<file path="config.mk">
export PLATFORM = sky130hd
export DESIGN_NAME = sarcv_ctrl
export DESIGN_NICKNAME = d
export VERILOG_FILES = /design/src/common/sarcv_pkg.sv /design/src/hw/sarcv_fifo.sv /design/src/hw/sarcv_ctrl.sv
export VERILOG_INCLUDE_DIRS = /design/src /design/src/common
export SDC_FILE = /design/constraint.sdc
export NUM_CORES = 1
export LEC_CHECK = 0
export BUFFER_PORTS_ARGS = -buffer_cell sky130_fd_sc_hd__buf_2
export CELL_PAD_IN_SITES_DETAIL_PLACEMENT = 0
export CELL_PAD_IN_SITES_GLOBAL_PLACEMENT = 1
export CORE_MARGIN = 5
export CORE_UTILIZATION = 54
export CTS_CLUSTER_SIZE = 8
export DETAILED_ROUTE_END_ITERATION = 7
export PLACE_DENSITY = 0.83
export SETUP_SLACK_MARGIN = 0.4
export SLEW_MARGIN = 0
export SYNTH_ARGS = -nofsm -noshare
export SYNTH_HDL_FRONTEND = slang
export SYNTH_HIERARCHICAL = 1
export SYNTH_SLANG_ARGS = --single-unit
export TNS_END_PERCENT = 1
</file>
<file path="constraint.sdc">
create_clock -name clk -period 3.59 [get_ports clk]
set_input_delay 0.8975 -clock clk [delete_from_list [all_inputs] [get_ports clk]]
set_output_delay 0.8975 -clock clk [all_outputs]
set_load 0.02 [all_outputs]
</file>
<file path="src/common/sarcv_consts.svh">
// Timing counts and field sizes for the converter control block
`ifndef SARCV_CONSTS_SVH
`define SARCV_CONSTS_SVH
`define SARCV_CLK_MHZ         250
`define SARCV_RESULT_BITS     16
`define SARCV_REINIT_US       20
`define SARCV_REINIT_CYC      (`SARCV_REINIT_US * `SARCV_CLK_MHZ)
`define SARCV_CONV_MAX_NS     527
`define SARCV_CONV_CYC        ((`SARCV_CONV_MAX_NS * `SARCV_CLK_MHZ) / 1000)
`define SARCV_FIFO_DEPTH      32
`endif

</file>
<file path="src/common/sarcv_pkg.sv">
// Types shared by the converter control block
package sarcv_pkg;
   typedef enum logic [1:0] {
      SARCV_INIT    = 2'h0,
      SARCV_ACQUIRE = 2'h1,
      SARCV_CONVERT = 2'h3
   } sarcv_state_t;
endpackage

</file>
<file path="src/hw/sarcv_fifo.sv">
// Result FIFO between conversion core and on-chip result stream
`timescale 1ns/100ps
`default_nettype none
module sarcv_fifo #(
   parameter int WIDTH = 16,
   parameter int DEPTH = 32
) (
   input  wire logic             clk,
   input  wire logic             srst,
   input  wire logic             clkEn,
   input  wire logic [WIDTH-1:0] inData,
   input  wire logic             inValid,
   output logic                  inReady,
   output logic      [WIDTH-1:0] outData,
   output logic                  outValid,
   input  wire logic             outReady
);
   localparam int AW = $clog2(DEPTH);
   logic [WIDTH-1:0] mem [DEPTH];
   logic [AW:0]      wrPtr_reg, wrPtr_next, rdPtr_reg, rdPtr_next;
   logic             doWr, doRd;

   // Pointer one bit wider so full and empty stay distinct
   always_comb begin
      inReady    = (wrPtr_reg - rdPtr_reg) != (AW+1)'(DEPTH);
      outValid   = wrPtr_reg != rdPtr_reg;
      outData    = mem[rdPtr_reg[AW-1:0]];
      doWr       = inValid && inReady && clkEn;
      doRd       = outValid && outReady && clkEn;
      wrPtr_next = doWr ? wrPtr_reg + 1'b1 : wrPtr_reg;
      rdPtr_next = doRd ? rdPtr_reg + 1'b1 : rdPtr_reg;
   end

   // Storage and pointers
   always_ff @(posedge clk) begin
      if (doWr) begin
         mem[wrPtr_reg[AW-1:0]] <= inData;
      end
      if (srst) begin
         wrPtr_reg <= '0;
         rdPtr_reg <= '0;
      end else begin
         wrPtr_reg <= wrPtr_next;
         rdPtr_reg <= rdPtr_next;
      end
   end
endmodule // sarcv_fifo
`default_nettype wire

</file>
<file path="src/hw/sarcv_ctrl.sv">
// Conversion sequencing and serial readout of a 16-bit SAR converter
// Operation
// - Power-on or supply drop holds logic in reset, then reinitialises.
// - Rising convert strobe starts a conversion and powers the core up; ignored here while the result FIFO is full.
// - Start requests during a conversion are ignored.
// - Busy is high throughout a conversion, low when done.
// - After conversion the core powers down and returns to acquisition.
// - Internal timer finishes each conversion within 527 ns.
// - Latest result stays readable while powered down.
// - Bits shift out only while enabled and the shift clock runs.
// - Output updates on each rising shift clock edge.
// - Top result bit holds until the first rising shift clock edge.
// - Normal mode: output released while read select high, driven when low.
// - Normal mode, select low: top bit appears as busy falls.
// - Shared output: one select low at a time, selected device drives.
// - Daisy mode: output always driven, select pin is serial input.
// - Results are 16-bit straight binary, most significant bit first.
`timescale 1ns/100ps
`default_nettype none
`include "sarcv_consts.svh"
module sarcv_ctrl #(
   parameter int RESULT_BITS = `SARCV_RESULT_BITS,
   parameter int REINIT_CYC  = `SARCV_REINIT_CYC,
   parameter int CONV_CYC    = `SARCV_CONV_CYC,
   parameter int FIFO_DEPTH  = `SARCV_FIFO_DEPTH
) (
   input  wire logic                   clk,
   input  wire logic                   srst,
   input  wire logic                   clkEn,
   input  wire logic                   supplyLow,
   input  wire logic                   convertStrobe,
   input  wire logic                   shiftClk,
   input  wire logic                   readSelectOrSerialIn,
   input  wire logic                   daisyMode,
   input  wire logic [RESULT_BITS-1:0] coreResult,
   output logic                        busy,
   output logic                        corePowerUp,
   output logic                        ready,
   output logic                        serialOut,
   output logic                        serialOutEn,
   output logic      [RESULT_BITS-1:0] lastResult,
   output logic      [RESULT_BITS-1:0] resultData,
   output logic                        resultValid,
   input  wire logic                   resultReady
);
   // One counter serves both periods, so it is sized for the longer one
   localparam int CW = $clog2(((REINIT_CYC > CONV_CYC) ? REINIT_CYC : CONV_CYC) + 1);

   // Two-flop synchronisers for pins from outside the clock domain
   logic [1:0] cnvSync_reg, sckSync_reg, selSync_reg, supSync_reg, modeSync_reg;
   logic       cnvPrev_reg, sckPrev_reg;
   logic       cnvRise, sckRise, inReset;

   always_ff @(posedge clk) begin
      if (srst) begin
         cnvSync_reg  <= 2'h0;
         sckSync_reg  <= 2'h0;
         selSync_reg  <= 2'h3;
         supSync_reg  <= 2'h3;
         modeSync_reg <= 2'h0;
         cnvPrev_reg  <= 1'b0;
         sckPrev_reg  <= 1'b0;
      end else if (clkEn) begin
         cnvSync_reg  <= {cnvSync_reg[0], convertStrobe};
         sckSync_reg  <= {sckSync_reg[0], shiftClk};
         selSync_reg  <= {selSync_reg[0], readSelectOrSerialIn};
         supSync_reg  <= {supSync_reg[0], supplyLow};
         modeSync_reg <= {modeSync_reg[0], daisyMode};
         cnvPrev_reg  <= cnvSync_reg[1];
         sckPrev_reg  <= sckSync_reg[1];
      end
   end

   // Edge detection only on second flop outputs
   always_comb begin
      cnvRise = cnvSync_reg[1] && !cnvPrev_reg;
      sckRise = sckSync_reg[1] && !sckPrev_reg;
      inReset = srst || supSync_reg[1];
   end

   // Conversion sequencer
   sarcv_pkg::sarcv_state_t state_reg, state_next;
   logic [CW-1:0]           count_reg, count_next;
   logic [RESULT_BITS-1:0]  shift_reg, shift_next;
   logic [RESULT_BITS-1:0]  result_reg, result_next;
   logic                    busy_reg, busy_next, pwr_reg, pwr_next, rdy_reg, rdy_next;
   logic                    push, fifoReady;
   logic                    sdo_reg, sdo_next, oe_reg, oe_next;

   always_comb begin
      state_next  = state_reg;
      count_next  = count_reg;
      busy_next   = busy_reg;
      pwr_next    = pwr_reg;
      rdy_next    = rdy_reg;
      result_next = result_reg;
      push        = 1'b0;
      unique case (state_reg)
         sarcv_pkg::SARCV_INIT: begin
            // Reinitialisation period; host must hold off starts
            if (count_reg == CW'(REINIT_CYC - 1)) begin
               state_next = sarcv_pkg::SARCV_ACQUIRE;
               count_next = '0;
               rdy_next   = 1'b1;
            end else begin
               count_next = count_reg + 1'b1;
            end
         end
         sarcv_pkg::SARCV_ACQUIRE: begin
            // New starts are ignored while the FIFO is full, so no result is dropped
            if (cnvRise && fifoReady) begin
               state_next = sarcv_pkg::SARCV_CONVERT;
               count_next = '0;
               busy_next  = 1'b1;
               pwr_next   = 1'b1;
            end
         end
         sarcv_pkg::SARCV_CONVERT: begin
            // Strobe edges ignored here
            if (count_reg == CW'(CONV_CYC - 1)) begin
               state_next  = sarcv_pkg::SARCV_ACQUIRE;
               busy_next   = 1'b0;
               pwr_next    = 1'b0;
               result_next = coreResult;
               push        = 1'b1;
            end else begin
               count_next = count_reg + 1'b1;
            end
         end
      endcase
   end

   // Output shift path; loaded in the same edge busy falls
   always_comb begin
      shift_next = shift_reg;
      if (push) begin
         shift_next = coreResult;
      end else if (sckRise && oe_reg) begin
         shift_next = {shift_reg[RESULT_BITS-2:0], modeSync_reg[1] ? selSync_reg[1] : 1'b0};
      end
      sdo_next = shift_next[RESULT_BITS-1];
      oe_next  = modeSync_reg[1] || !selSync_reg[1];
   end

   always_ff @(posedge clk) begin
      if (inReset) begin
         state_reg  <= sarcv_pkg::SARCV_INIT;
         count_reg  <= '0;
         busy_reg   <= 1'b0;
         pwr_reg    <= 1'b0;
         rdy_reg    <= 1'b0;
         result_reg <= '0;
         shift_reg  <= '0;
         sdo_reg    <= 1'b0;
         oe_reg     <= 1'b0;
      end else if (clkEn) begin
         state_reg  <= state_next;
         count_reg  <= count_next;
         busy_reg   <= busy_next;
         pwr_reg    <= pwr_next;
         rdy_reg    <= rdy_next;
         result_reg <= result_next;
         shift_reg  <= shift_next;
         sdo_reg    <= sdo_next;
         oe_reg     <= oe_next;
      end
   end

   // Result stream towards on-chip consumers
   logic [RESULT_BITS-1:0] fifoData;
   logic                   fifoValid;
   logic                   rv_reg;
   logic [RESULT_BITS-1:0] rd_reg;
   logic                   pop;

   sarcv_fifo #(
      .WIDTH (RESULT_BITS),
      .DEPTH (FIFO_DEPTH)
   ) u_fifo (
      .clk      (clk),
      .srst     (inReset),
      .clkEn    (clkEn),
      .inData   (coreResult),
      .inValid  (push),
      .inReady  (fifoReady),
      .outData  (fifoData),
      .outValid (fifoValid),
      .outReady (pop)
   );

   // Registered output stage; pops when empty or being taken
   always_comb begin
      pop = fifoValid && (!rv_reg || resultReady);
   end

   always_ff @(posedge clk) begin
      if (inReset) begin
         rv_reg <= 1'b0;
         rd_reg <= '0;
      end else if (clkEn) begin
         if (pop) begin
            rv_reg <= 1'b1;
            rd_reg <= fifoData;
         end else if (resultReady) begin
            rv_reg <= 1'b0;
         end
      end
   end

   always_comb begin
      busy        = busy_reg;
      corePowerUp = pwr_reg;
      ready       = rdy_reg;
      serialOut   = sdo_reg;
      serialOutEn = oe_reg;
      lastResult  = result_reg;
      resultValid = rv_reg;
      resultData  = rd_reg;
   end
endmodule // sarcv_ctrl
`default_nettype wire

</file>
# [After elaboration in Yosys (flattened, before gate mapping)]
# Memories as Yosys holds them, arrays and structs flattened. A register that Yosys moved wholly into a read port is not among the register bits.
# Cells that the tools add are included.
[classes] addsub=4 n_eq_ne=10 n_mux=20 reduce_logical=28
[ops] operator="two-way mux 13 bit" count=3
[ops] operator="case mux 13 bit (3 select lines)" count=1
[ops] operator="two-way mux 16 bit" count=2
[ops] operator="adder 13 x 1 -> 13 bit, second input constant" count=1
[ops] operator="equality test 13 bit, second input constant" count=1
[ops] operator="equality test 13 x 8 -> 1 bit, second input constant" count=1
[ops] operator="adder 6 x 1 -> 6 bit, second input constant" count=2
[ops] operator="logical AND 1 bit" count=9
[ops] operator="two-way mux 1 bit" count=9
[ops] operator="AND reduction 3 bit" count=3
[ops] operator="inequality test 2 bit, second input constant" count=4
[ops] operator="AND reduction 4 bit" count=2
[ops] operator="two-way mux 2 bit" count=3
[ops] operator="inequality test 6 bit" count=1
[ops] operator="inequality test 6 bit, second input constant" count=1
[ops] operator="case mux 2 bit (3 select lines)" count=1
[ops] operator="AND reduction 2 bit" count=3
[ops] operator="nonzero test 2 bit" count=3
[ops] operator="subtractor 6 bit" count=1
[ops] operator="logical NOT 1 bit" count=4
[ops] operator="logical OR 1 bit" count=3
[ops] operator="equality test 2 x 1 -> 1 bit, second input constant" count=1
[ops] operator="equality test 2 bit, second input constant" count=1
[ops] operator="logical NOT 2 bit" count=1
[ops] operator="case mux 1 bit (2 select lines)" count=1
[word_totals] reg_bits=75 ramBits=512 inputBits=25 output_inout_bits=38 word_cells=81 memories=1
[memory_table] name="u_fifo.mem" depth=32 word_bits=16 read_ports=1 rd_clocked_by_memory_dff=1 wr=1 line="sarcv_fifo.sv:19" source="logic [WIDTH-1:0] mem [DEPTH];"

# [Depth between registers and ports, before layout]
# Gate-level depths: netlist of the first run.
[depth] word_depth=7 mapped_depth=13 ltp_nobuf=11

# [By module]
# The synthesis of the first run kept the hierarchy.
[by_module_without_submodules] module="sarcv_fifo" instances=1 cells_each=876 area_per_inst_um2=20444.6 seq_area_each_um2=15715.1
[by_module_without_submodules] module="sarcv_ctrl" instances=1 cells_each=360 area_per_inst_um2=3320.7 seq_area_each_um2=1581.5

# [Worst setup path before layout of the first run]
# No wires, ideal clock.
[synth_timing] path_type="register -> register" from="register count_reg[4]" to="memory u_fifo.mem[23][0] (enable)" setup_ps=388 arrival_ps=2810 t_required_ps=3202 setup_slack_ps=392 path_stages_with_launch=8 path_buffers=1 synth_period_minus_slack_ps=3198 cell_sequence="dfxtp_1 > or4b_4 > and4b_1 > and3_1 > and2_1 > clkbuf_1 > nand3_1 > nor2_1"
[synth_via] elab_chain_cells=7
[synth_rtl] element="from (decl)" line="sarcv_ctrl.sv:83" source="logic [CW-1:0] count_reg, count_next;"
[synth_rtl] element="from (signal assigned)" line="sarcv_ctrl.sv:158" source="count_reg <= count_next;"
[synth_rtl] element="equality test 13 x 8 -> 1 bit" line="sarcv_ctrl.sv:120" source="if (count_reg == CW'(CONV_CYC - 1)) begin"
[synth_rtl] element="two-way mux 1 bit" line="sarcv_ctrl.sv:120"
[synth_rtl] element="two-way mux 1 bit" line="sarcv_ctrl.sv:98" source="unique case (state_reg)"
[synth_rtl] element="named net push" line="sarcv_ctrl.sv:87" source="logic push, fifoReady;"
[synth_rtl] element="logical AND 1 bit (2 in a row)" line="sarcv_fifo.sv:28" source="doWr = inValid && inReady && clkEn;"
[synth_rtl] element="two-way mux 1 bit" line="sarcv_fifo.sv:36" source="if (doWr) begin"
[synth_rtl] element="two-way mux 1 bit (not written as such)" line="sarcv_fifo.sv:37" source="mem[wrPtr_reg[AW-1:0]] <= inData;"
[synth_rtl] element="to (decl)" line="sarcv_fifo.sv:19"
# The timed path passes the listed nets, and every way through them passes these cells.

# [Final worst setup path of the first run]
[layout_timing] from="register count_reg[4]" to="memory u_fifo.mem[15][2] (enable)"
# The elaborated chain is that of the path after synthesis.

==> key figures, run 1 <==
Critical path
  • Crit Path Category: reg -> reg
  • CP arrival: 3.42 ns
  • Worst-path fanout max: 16
  • Required time of the critical path: 3.85 ns
  • CP Capture Type: flip-flop
  • Setup crit start kind: flip-flop

Clock network
  • CTS Buf Count: 85
  • CTS tree: yes
  • Reg clk slew, reported paths: 0.05 ns
  • Clock Latency Late Sink: 0.60 ns
  • Post-CTS Resized: 0
  • Max Buffers Root-to-Sink: 3
  • Cts hold-fix bufs: 0
  • Total setup buffers inserted after CTS: 0
  • Sink Count: 608
  • Clk root buf: clkbuf_16
  • H-tree Lvls: 3

Timing
  • Fmax: 0.3166 GHz
  • Slew margin rel.: 31.42%
  • RSZ-0062 raised after global routing: true
  • Crit path time final: 3.159 ns
  • Hold Vio Cnt, Final: 0
  • Final Max Slew Viols: 0
  • Hold_ws: 0.4479 ns
  • Worst slew pin tran: 1.029 ns
  • Setup TNS: 0 ns
  • Layout Skew: 0.02247 ns
  • Final period util: 87.99%
  • Final setup viols: 0

Yosys
  • EDFF count, synth: 512
  • Post-synth top area share: 64.69%
  • Most used DFF post-synth: edfxtp_1
  • Seq cells post-synth: 608
  • Warnings from Yosys: 6
  • Synth Cell Area: 23770 um2
  • Synth Instances: 1236
  • Post-Syn Nets: 1274
  • Register area share after synthesis: 72.78%
  • Async set-reset flop share out of synthesis: 0%
  • Area contributors post-synth: edfxtp_1 65%, mux4_2 15%, dfxtp_1 8.1%
  • Yosys cell types: 56
  • Avg Cell Area, Syn: 19.23 um2
  • Cell taking the most area after synthesis: edfxtp_1

Layout
  • Fin nets: 1417
  • Post-route cell area: 27520 um2
  • Fillers: 2863
  • Largest register FFs: 512
  • Area grow syn2layout: 15.78%
  • Layout cells sized above 1: 28.95%

Run
  • Max Cap Viol: 0

Routing
  • Vias: 12530
  • Drt drc: 0
  • Iteration-0 DRC Markers: 1322
  • Routed wire length: 55.80 mm
  • Post-DR wirelength/cell: 27.57 um
  • Vias/cell: 6.193
  • DRT Pass-1 Iters: 5
  • Routed Antenna Nets: 0

Global route
  • Largest net degree at the start of global routing: 35
  • First-pass GRT wire length: 82.58 mm
  • Initial antenna violation count: 3
  • GR Util All Layers: 23.66%
  • Vias in the first global route: 12570
  • GR Overflow Total: 0

Power and ir drop
  • Static Leak: 0.008896 uW
  • Worst vdd ir: 0.3688 mV
  • Overall power: 15150 uW
  • PD cells: 550.5 nW/um2

Floorplanning
  • DIE HEIGHT: 219.8 um
  • Chip Width: 219.8 um
  • Starting density of the core: 54.93%
  • I/O Pins: 63
  • Core area: 43270 um2
  • Die ar.: 48310 um2
  • FP Rows: 76

Min path
  • HP Class: reg -> reg

Placed design
  • Post-DP HPWL: 32.68 mm
  • Placer congestion estimate: 0.8109
  • PortBufs: 62
  • Placement Cell Area: 25070 um2

Status
  • Status: completed
-- final cells by class --
cell class	instances	area, um2	area share (%)
multi-input combinational	545	6125	22.26
clock buffer	145	2437	8.858
sequential	608	17310	62.90
tap	585	732.0	2.660
timing repair buffer	125	858.3	3.119
inverter	14	52.55	0.1910
antenna	2	5.005	0.01819
-- synth_stat cells, types with 10 or more instances --
library cell,n
edfxtp_1,512
nor2b_1,10
mux2_2,19
a22oi_1,16
inv_1,14
clkbuf_1,41
nand3_1,19
o21ai_0,13
ha_1,13
nand2_1,32
mux4_2,160
nor2_1,95
mux2i_1,41
buf_2,16
dfxtp_1,96
a21oi_1,31
-- per-layer routing --
layer  vias up  track usage, %  wire (um)
met4         2           9.299       1792
met2       712           34.84      25910
met5         -           1.146         69
met1      6420           33.34      21530
li1       5314               -          -
met3        86           7.583       6502
-- critical path: stages, from the launching register on --
cell	delay [ns]
dfxtp_1	0.36
or4b_4	0.60
and4b_1	0.38
and3_1	0.20
and2_1	0.29
nand3_1	0.29
buf_4	0.28
nor2_1	0.13
buf_4	0.29
-- metrics by stage --
step | worst slack (ns) | utilization [%] | cells
finish | 0.4310 | 63.60 | 2024
global route | 0.2659 | 63.59 | 2023
global placement | 0.5400 | 57.94 | 1877
floorplan | 0.3919 | - | 1236
detailed placement | 0.4652 | 57.94 | 1877
CTS | 0.4658 | 63.57 | 2022
-- cell usage in the layout (no fill, tap or decap), types with 13 or more instances in the layout --
cell | synthesis | layout
mux2i_1 | 41 | 41
mux2_2 | 19 | 19
mux4_2 | 160 | 160
clkbuf_1 | 41 | 56
edfxtp_1 | 512 | 512
buf_4 | 4 | 57
nor2_1 | 95 | 86
o21ai_0 | 13 | 13
dfxtp_1 | 96 | 92
clkbuf_16 | 0 | 89
a21oi_1 | 31 | 31
nand2_1 | 32 | 32
ha_1 | 13 | 13
a22oi_1 | 16 | 16
inv_1 | 14 | 13
buf_2 | 16 | 62
nand3_1 | 19 | 19
-- logic make-up (layout without fill, tap and decap cells) --
group / after synthesis / count (layout) / share of synthesized area [%]
flip-flops: 608 / 608 / 72.78
other: 0 / 2 / 0
adder cells (fa/ha/maj): 13 / 13 / 0.6844
buffers and inverters: 83 / 284 / 1.553
AND/OR/NAND/NOR: 218 / 218 / 4.612
XOR/XNOR: 6 / 6 / 0.2211
multiplexers: 220 / 220 / 17.79
AO/OA/AOI/OAI: 88 / 88 / 2.359
-- power breakdown --
part           total [uW]  internal, uW  switching [uW]
Clock                7300          4540            2760
Combinational         180          24.6             155
Sequential           7670          7660            4.63
-- worst paths after layout --
kind	from	endpoint	slack, ns	cells after the start
worst min register to register	shift_reg[12]$_SDFFE_PP0P_	shift_reg[12]$_SDFFE_PP0P_	0.45	2
worst min-delay path	shift_reg[12]$_SDFFE_PP0P_	shift_reg[12]$_SDFFE_PP0P_	0.45	2
worst max register to register	count_reg[4]$_SDFFE_PP0P_	u_fifo/mem[15][2]$_DFFE_PP_	0.43	8
worst max-delay path	count_reg[4]$_SDFFE_PP0P_	u_fifo/mem[15][2]$_DFFE_PP_	0.43	8
Note: power is estimated with default switching activity, not from simulation.
==> run 2, diff against run 1 <==
- ABC_CLOCK_PERIOD_IN_PS: unset -> 3590
- CAP_MARGIN: unset -> 40
- REMOVE_ABC_BUFFERS: unset -> 1
==> run 2 against run 1 <==
Against the previous run:
- flip-flop and latch count unchanged
- core utilization about the same
- hold slack got worse by 0.0035 ns
- sequential share of layout area about the same
- via count decreased by 1.2%
- setup slack improved by 0.069 ns
- clock power about the same
- die area unchanged
- highest routed layer is now met4
- sequential power about the same
- global-route usage decreased by 0.49 points
==> key figures, run 2 (same netlist as run 1, synthesis figures left out) <==
Layout
  • Fillers: 2900 (was 2863)
  • Final Non-Filler Cells: 2021 (was 2024)
  • Layout Utilization: 63.59% (was 63.60%)
  • Area grow syn2layout: 15.77% (was 15.78%)
  • Fin nets: 1411 (was 1417)
  • Most frequent cells in the layout: 512 x edfxtp_1, 160 x mux4_2, 92 x dfxtp_1 (unchanged)
  • Layout cells sized above 1: 29.06% (was 28.95%)
  • Largest register FFs: 512 (unchanged)
  • Commonest non-fill, non-tap cell in the layout: edfxtp_1 (unchanged)
  • Area of the multi-input gates: 6145 um2 (was 6125 um2)
  • FF/Latch Area: 17310 um2 (unchanged)

Routing
  • Iteration-0 DRC Markers: 1243 (was 1322)
  • Post-DR wirelength/cell: 26.93 um (was 27.57 um)
  • Vias: 12390 (was 12530)
  • Routed Antenna Nets: 0 (unchanged)
  • Vias/cell: 6.130 (was 6.193)
  • Drt drc: 0 (unchanged)
  • Routed wire length: 54.43 mm (was 55.80 mm)
  • DRT Pass-1 Iters: 7 (was 5)

Clock network
  • CTS Buf Count: 85 (unchanged)
  • Clk root buf: clkbuf_16 (unchanged)
  • Max Buffers Root-to-Sink: 3 (unchanged)
  • Cts hold-fix bufs: 0 (unchanged)
  • Clock Latency Late Sink: 0.60 ns (about the same)
  • H-tree Lvls: 3 (unchanged)
  • Sink Count: 608 (unchanged)
  • CTS tree: yes (unchanged)
  • Reg clk slew, reported paths: 0.05 ns (about the same)

Timing
  • Setup TNS: 0 ns (unchanged)
  • Hold Vio Cnt, Final: 0 (unchanged)
  • RSZ-0062 raised after global routing: true (unchanged)
  • Final Max Slew Viols: 0 (unchanged)
  • Crit path time final: 3.090 ns (was 3.159 ns)
  • Worst slew pin tran: 0.7509 ns (was 1.029 ns)
  • Final period util: 86.07% (was 87.99%)
  • Final setup viols: 0 (unchanged)
  • Setup ws final: 0.5001 ns (was 0.4310 ns)
  • Slew margin rel.: 49.94% (was 31.42%)
  • Layout Skew: 0.02358 ns (was 0.02247 ns)
  • Fmax: 0.3236 GHz (was 0.3166 GHz)

Critical path
  • CP arrival: 3.37 ns (was 3.42 ns)
  • CP Capture Type: flip-flop (unchanged)
  • Required time of the critical path: 3.87 ns (was 3.85 ns)
  • Setup crit start kind: flip-flop (unchanged)
  • Crit Path Category: reg -> reg (unchanged)
  • Worst-path fanout max: 12 (was 16)

Floorplanning
  • I/O Pins: 63 (unchanged)
  • Starting density of the core: 54.93% (unchanged)
  • Die ar.: 48310 um2 (unchanged)
  • Core area: 43270 um2 (unchanged)
  • Chip Width: 219.8 um (unchanged)
  • FP Rows: 76 (unchanged)
  • DIE HEIGHT: 219.8 um (unchanged)

Power and ir drop
  • Sequential Power Share: 50.6% (about the same)
  • Overall power: 15160 uW (was 15150 uW)
  • Static Leak: 0.008875 uW (was 0.008896 uW)
  • Worst vdd ir: 0.3380 mV (was 0.3688 mV)
  • PD cells: 551.0 nW/um2 (was 550.5 nW/um2)
  • Pint: 12170 uW (was 12230 uW)
  • Net Sw Frac: 19.73% (was 19.28%)
  • NetSw: 2992 uW (was 2921 uW)
  • Combinational power share: 1.1% (was 1.2%)
  • Clock network power share: 48.4% (was 48.2%)

Global route
  • GR Overflow Total: 0 (unchanged)
  • First-pass GRT wire length: 81.65 mm (was 82.58 mm)
  • GR Util All Layers: 23.17% (was 23.66%)
  • Initial antenna violation count: 1 (was 3)
  • Largest net degree at the start of global routing: 45 (was 35)
  • Vias in the first global route: 12590 (was 12570)

Min path
  • HP Class: reg -> reg (unchanged)

Placed design
  • Inst Count DP: 1869 (was 1877)
  • Post-DP HPWL: 30.10 mm (was 32.68 mm)
  • Post-Place Worst Slack: 0.2920 ns (was 0.4652 ns)
  • Placer congestion estimate: 0.8074 (was 0.8109)
  • PortBufs: 62 (unchanged)

Status
  • Status: completed (unchanged)

Run
  • Max Cap Viol: 0 (unchanged)
run 2: metrics by stage:
stage                     hold slack [ns]  cell area (um2)
after floorplan                    0.4273            23450
after global placement             0.4334            24990
after detailed placement           0.4370            25030
after CTS                          0.4482            27470
after global routing               0.4700            27510
final                              0.4444            27510
run 2: worst paths after layout:
| path | startpoint | endpoint | slack (ns) | depth (start not counted) |
|---|---|---|---|---|
| hold reg to reg | supSync_reg[0]$_SDFFE_PP1P_ | supSync_reg[1]$_SDFFE_PP1P_ | 0.44 | 1 |
| setup / recovery | count_reg[4]$_SDFFE_PP0P_ | u_fifo/mem[31][1]$_DFFE_PP_ | 0.50 | 7 |
| hold / removal | supSync_reg[0]$_SDFFE_PP1P_ | supSync_reg[1]$_SDFFE_PP1P_ | 0.44 | 1 |
| setup reg to reg | count_reg[4]$_SDFFE_PP0P_ | u_fifo/mem[31][1]$_DFFE_PP_ | 0.50 | 7 |
run 2: critical path, cell delays in order, from the launching register on:
cell and delay (ns):
dfxtp_1 0.35, or4b_4 0.59, and4b_1 0.39, and3_1 0.21, and2_1 0.37, nand3_2 0.27, nor2_2 0.31, buf_4 0.28
run 2: routing by layer:
metal / global-route usage, % / vias up / wire length [um] / share of wire (%)
li1: - / 5295 / - / -
met3: 6.168 / 63 / 4823 / 8.9
met2: 37.28 / 599 / 26920 / 49
met1: 31.88 / 6431 / 21560 / 40
met5: 0 / - / 0 / 0
met4: 6.449 / 0 / 1133 / 2.1
run 2: layout make-up:
type | count | share of cell area, %
multi-input cells | 545 | 22.33
clock buffers | 144 | 8.690
well taps | 585 | 2.660
diodes | 1 | 0.009095
repair buffers | 119 | 3.056
inverters | 14 | 0.1910
clock inverters | 5 | 0.1592
flip-flops and latches | 608 | 62.90
run 2: power groups by stage:
stage / sequential (uW) / clock, uW / combinational [uW]
final: 7670 / 7330 / 165
after global placement: 7800 / 0 / 158
after floorplan: 7800 / 0 / 27.0
after global routing: 7660 / 7810 / 181
after CTS: 7660 / 7440 / 167
after detailed placement: 7800 / 0 / 167
run 2: repair_timing:
item	in CTS	in global routing
resized for setup	2	6
pin swaps	0	1
gates cloned	0	0
endpoints found under the setup margin	29	516
setup buffers	0	1
==> run 3, diff against run 2 <==
- ABC_CLOCK_PERIOD_IN_PS: 3590 -> 3300
- CELL_PAD_IN_SITES_DETAIL_PLACEMENT: 0 -> unset
- CELL_PAD_IN_SITES_GLOBAL_PLACEMENT: 1 -> unset
- CORE_UTILIZATION: 54 -> 62
- CTS_CLUSTER_SIZE: 8 -> 24
- clock period: 3.59 -> 3.3 ns (I/O delays scaled with it)
==> run 3 against run 2 <==
Against the previous run:
- fmax increased by 8.0%
- cell area decreased by 2.5%
- clock power decreased by 11%
- core utilization increased by 7.5 points
- via count increased by 3.5%
- register-to-register slack got worse by 0.06 ns
==> key figures, run 3 (same netlist as run 1, synthesis figures left out) <==
Placed design
  • Placer congestion estimate: 0.8307 (was 0.8074)
  • Post-DP HPWL: 33.23 mm (was 30.10 mm)
  • Post-Place Worst Slack: 0.4059 ns (was 0.2920 ns)
  • PortBufs: 62 (unchanged)

Timing
  • Setup TNS: 0 ns (unchanged)
  • Layout Skew: 0.02853 ns (was 0.02358 ns)
  • Final Max Slew Viols: 0 (unchanged)
  • Setup ws final: 0.4394 ns (was 0.5001 ns)
  • RSZ-0062 raised after global routing: true (unchanged)
  • Final period util: 86.68% (was 86.07%)
  • Worst slew pin tran: 0.9570 ns (was 0.7509 ns)
  • Slew margin rel.: 36.11% (was 49.94%)
  • Hold Vio Cnt, Final: 0 (unchanged)
  • Final setup viols: 0 (unchanged)
  • Fmax: 0.3496 GHz (was 0.3236 GHz)
  • Crit path time final: 2.861 ns (was 3.090 ns)

Routing
  • Vias: 12830 (was 12390)
  • Vias/cell: 6.712 (was 6.130)
  • Post-DR wirelength/cell: 31.18 um (was 26.93 um)
  • Routed wire length: 59.58 mm (was 54.43 mm)
  • Iteration-0 DRC Markers: 1679 (was 1243)
  • Drt drc: 0 (unchanged)
  • Routed Antenna Nets: 0 (unchanged)
  • DRT Pass-1 Iters: 5 (was 7)

Global route
  • GR Util All Layers: 28.64% (was 23.17%)
  • First-pass GRT wire length: 86.22 mm (was 81.65 mm)
  • Vias in the first global route: 12700 (was 12590)
  • GR Overflow Total: 0 (unchanged)
  • Largest net degree at the start of global routing: 68 (was 45)
  • Initial antenna violation count: 5 (was 1)

Critical path
  • Max stage delay on crit path: 0.59 ns (about the same)
  • Crit-path cells: or4b_4, and4b_1, and3_1, and2_2, nand3_1, buf_4, nor2_1, buf_4 (was or4b_4, and4b_1, and3_1, and2_1, nand3_2, nor2_2, buf_4)
  • Slack of the worst reg-to-reg path: 0.44 ns (was 0.50 ns)
  • Critical Path End: u_fifo/mem[24][7]$_DFFE_PP_ (was u_fifo/mem[31][1]$_DFFE_PP_)
  • CP most frequent cell: buf_4
  • Worst reg2reg endpoint: u_fifo/mem[24][7]$_DFFE_PP_ (was u_fifo/mem[31][1]$_DFFE_PP_)
  • CP max stage cell: or4b_4 (unchanged)
  • CP Capture Type: flip-flop (unchanged)
  • Reg-to-reg startpoint: count_reg[4]$_SDFFE_PP0P_ (unchanged)
  • Setup crit start kind: flip-flop (unchanged)
  • CP arrival: 3.14 ns (was 3.37 ns)
  • Crit. Startpoint: count_reg[4]$_SDFFE_PP0P_ (unchanged)
  • Required time of the critical path: 3.58 ns (was 3.87 ns)
  • Worst-path fanout max: 16 (was 12)
  • Reg2reg path depth: 8 (was 7)
  • Crit Path Category: reg -> reg (unchanged)

Layout
  • Commonest non-fill, non-tap cell in the layout: edfxtp_1 (unchanged)
  • Layout Utilization: 71.06% (was 63.59%)
  • Area grow syn2layout: 12.89% (was 15.77%)
  • Most frequent cells in the layout: 512 x edfxtp_1, 160 x mux4_2, 94 x nor2_1 (was 512 x edfxtp_1, 160 x mux4_2, 92 x dfxtp_1)
  • Fin nets: 1393 (was 1411)
  • ANT cells: 0 (was 1)
  • Largest register FFs: 512 (unchanged)
  • Layout cells sized above 1: 29.00% (was 29.06%)

Floorplanning
  • FP Rows: 71 (was 76)
  • Die ar.: 42350 um2 (was 48310 um2)
  • DIE HEIGHT: 205.8 um (was 219.8 um)
  • Core area: 37760 um2 (was 43270 um2)
  • Chip Width: 205.8 um (was 219.8 um)
  • I/O Pins: 63 (unchanged)
  • Starting density of the core: 62.95% (was 54.93%)

Clock network
  • Sink Count: 608 (unchanged)
  • Cts hold-fix bufs: 0 (unchanged)
  • Reg clk slew, reported paths: 0.06 ns (was 0.05 ns)
  • CTS tree: yes (unchanged)
  • H-tree Lvls: 2 (was 3)
  • CTS Buf Count: 57 (was 85)
  • Clock Latency Late Sink: 0.61 ns (was 0.60 ns)
  • Clk root buf: clkbuf_16 (unchanged)
  • Max Buffers Root-to-Sink: 3 (unchanged)

Min path
  • HP Class: in -> reg (was reg -> reg)

Status
  • Status: completed (unchanged)

Power and ir drop
  • Static Leak: 0.008659 uW (was 0.008875 uW)
  • Worst vdd ir: 0.4679 mV (was 0.3380 mV)
  • Clock network power share: 43.3% (was 48.4%)
  • Pint: 12040 uW (was 12170 uW)
  • Combinational power share: 1.4% (was 1.1%)
  • Overall power: 15020 uW (was 15160 uW)
  • Sequential Power Share: 55.4% (was 50.6%)
  • NetSw: 2984 uW (was 2992 uW)
  • PD cells: 560.0 nW/um2 (was 551.0 nW/um2)
  • Net Sw Frac: 19.86% (was 19.73%)

Run
  • Max Cap Viol: 0 (unchanged)
run 3: stage by stage:
stage	std cells	hold slack (ns)	cell area, um2
after floorplan	1167	0.4273	23450
after global placement	1805	0.4383	24970
after detailed placement	1806	0.4476	24990
after CTS	1910	0.4249	26810
after global routing	1911	0.4337	26830
final	1911	0.4525	26830
run 3: critical path, delay by kind of cell, from the launching register on:
kind | cells | cell delay, ns
buffers and inverters | 2 | 0.50
flip-flops | 1 | 0.36
AND/OR/NAND/NOR | 6 | 1.67
run 3: how the worst min path moves through the flow:
stage / startpoint / endpoint / slack (ns) / cells after the start
floorplan: supSync_reg[0]$_SDFFE_PP1P_ / supSync_reg[1]$_SDFFE_PP1P_ / 0.43 / 1
global placement: shift_reg[14]$_SDFFE_PP0P_ / shift_reg[14]$_SDFFE_PP0P_ / 0.44 / 2
detailed placement: shift_reg[14]$_SDFFE_PP0P_ / shift_reg[14]$_SDFFE_PP0P_ / 0.45 / 2
CTS: readSelectOrSerialIn / selSync_reg[0]$_SDFFE_PP1P_ / 0.42 / 2
global route: readSelectOrSerialIn / selSync_reg[0]$_SDFFE_PP1P_ / 0.43 / 2
finish: readSelectOrSerialIn / selSync_reg[0]$_SDFFE_PP1P_ / 0.45 / 2
run 3: area by class of cell:
| cell class | count | area (um2) |
|---|---|---|
| Clock buffer | 70 | 1505 |
| Sequential cell | 608 | 17310 |
| Tap cell | 511 | 639.4 |
| Fill cell | 2148 | 10930 |
| Timing Repair Buffer | 129 | 904.6 |
| Clock inverter | 34 | 314.1 |
| Inverter | 14 | 52.55 |
| Multi-Input combinational cell | 545 | 6106 |
run 3: what timing repair did:
| item | 4_1_cts | 5_1_grt |
|---|---|---|
| resized for setup | 1 | 4 |
| endpoints found under the setup margin | 147 | 520 |
| pin swaps | 0 | 0 |
| endpoints found under the hold margin | 0 | 0 |
| buffers inserted | 0 | 1 |
run 3: power by group through the flow:
stage / Combinational, uW / Sequential, uW / Clock, uW
final: 203 / 8320 / 6500
after global routing: 217 / 8320 / 6920
after CTS: 202 / 8320 / 6560
after detailed placement: 199 / 8490 / 0
after global placement: 191 / 8490 / 0
after floorplan: 29.4 / 8490 / 0
run 3: per-layer routing:
metal  vias up  track usage (%)  wire length, um
met2       911            46.07            29210
li1       5225                -                -
met3       124            7.723             7125
met5         -                0               27
met1      6562            39.59            21430
met4         4            8.104             1791
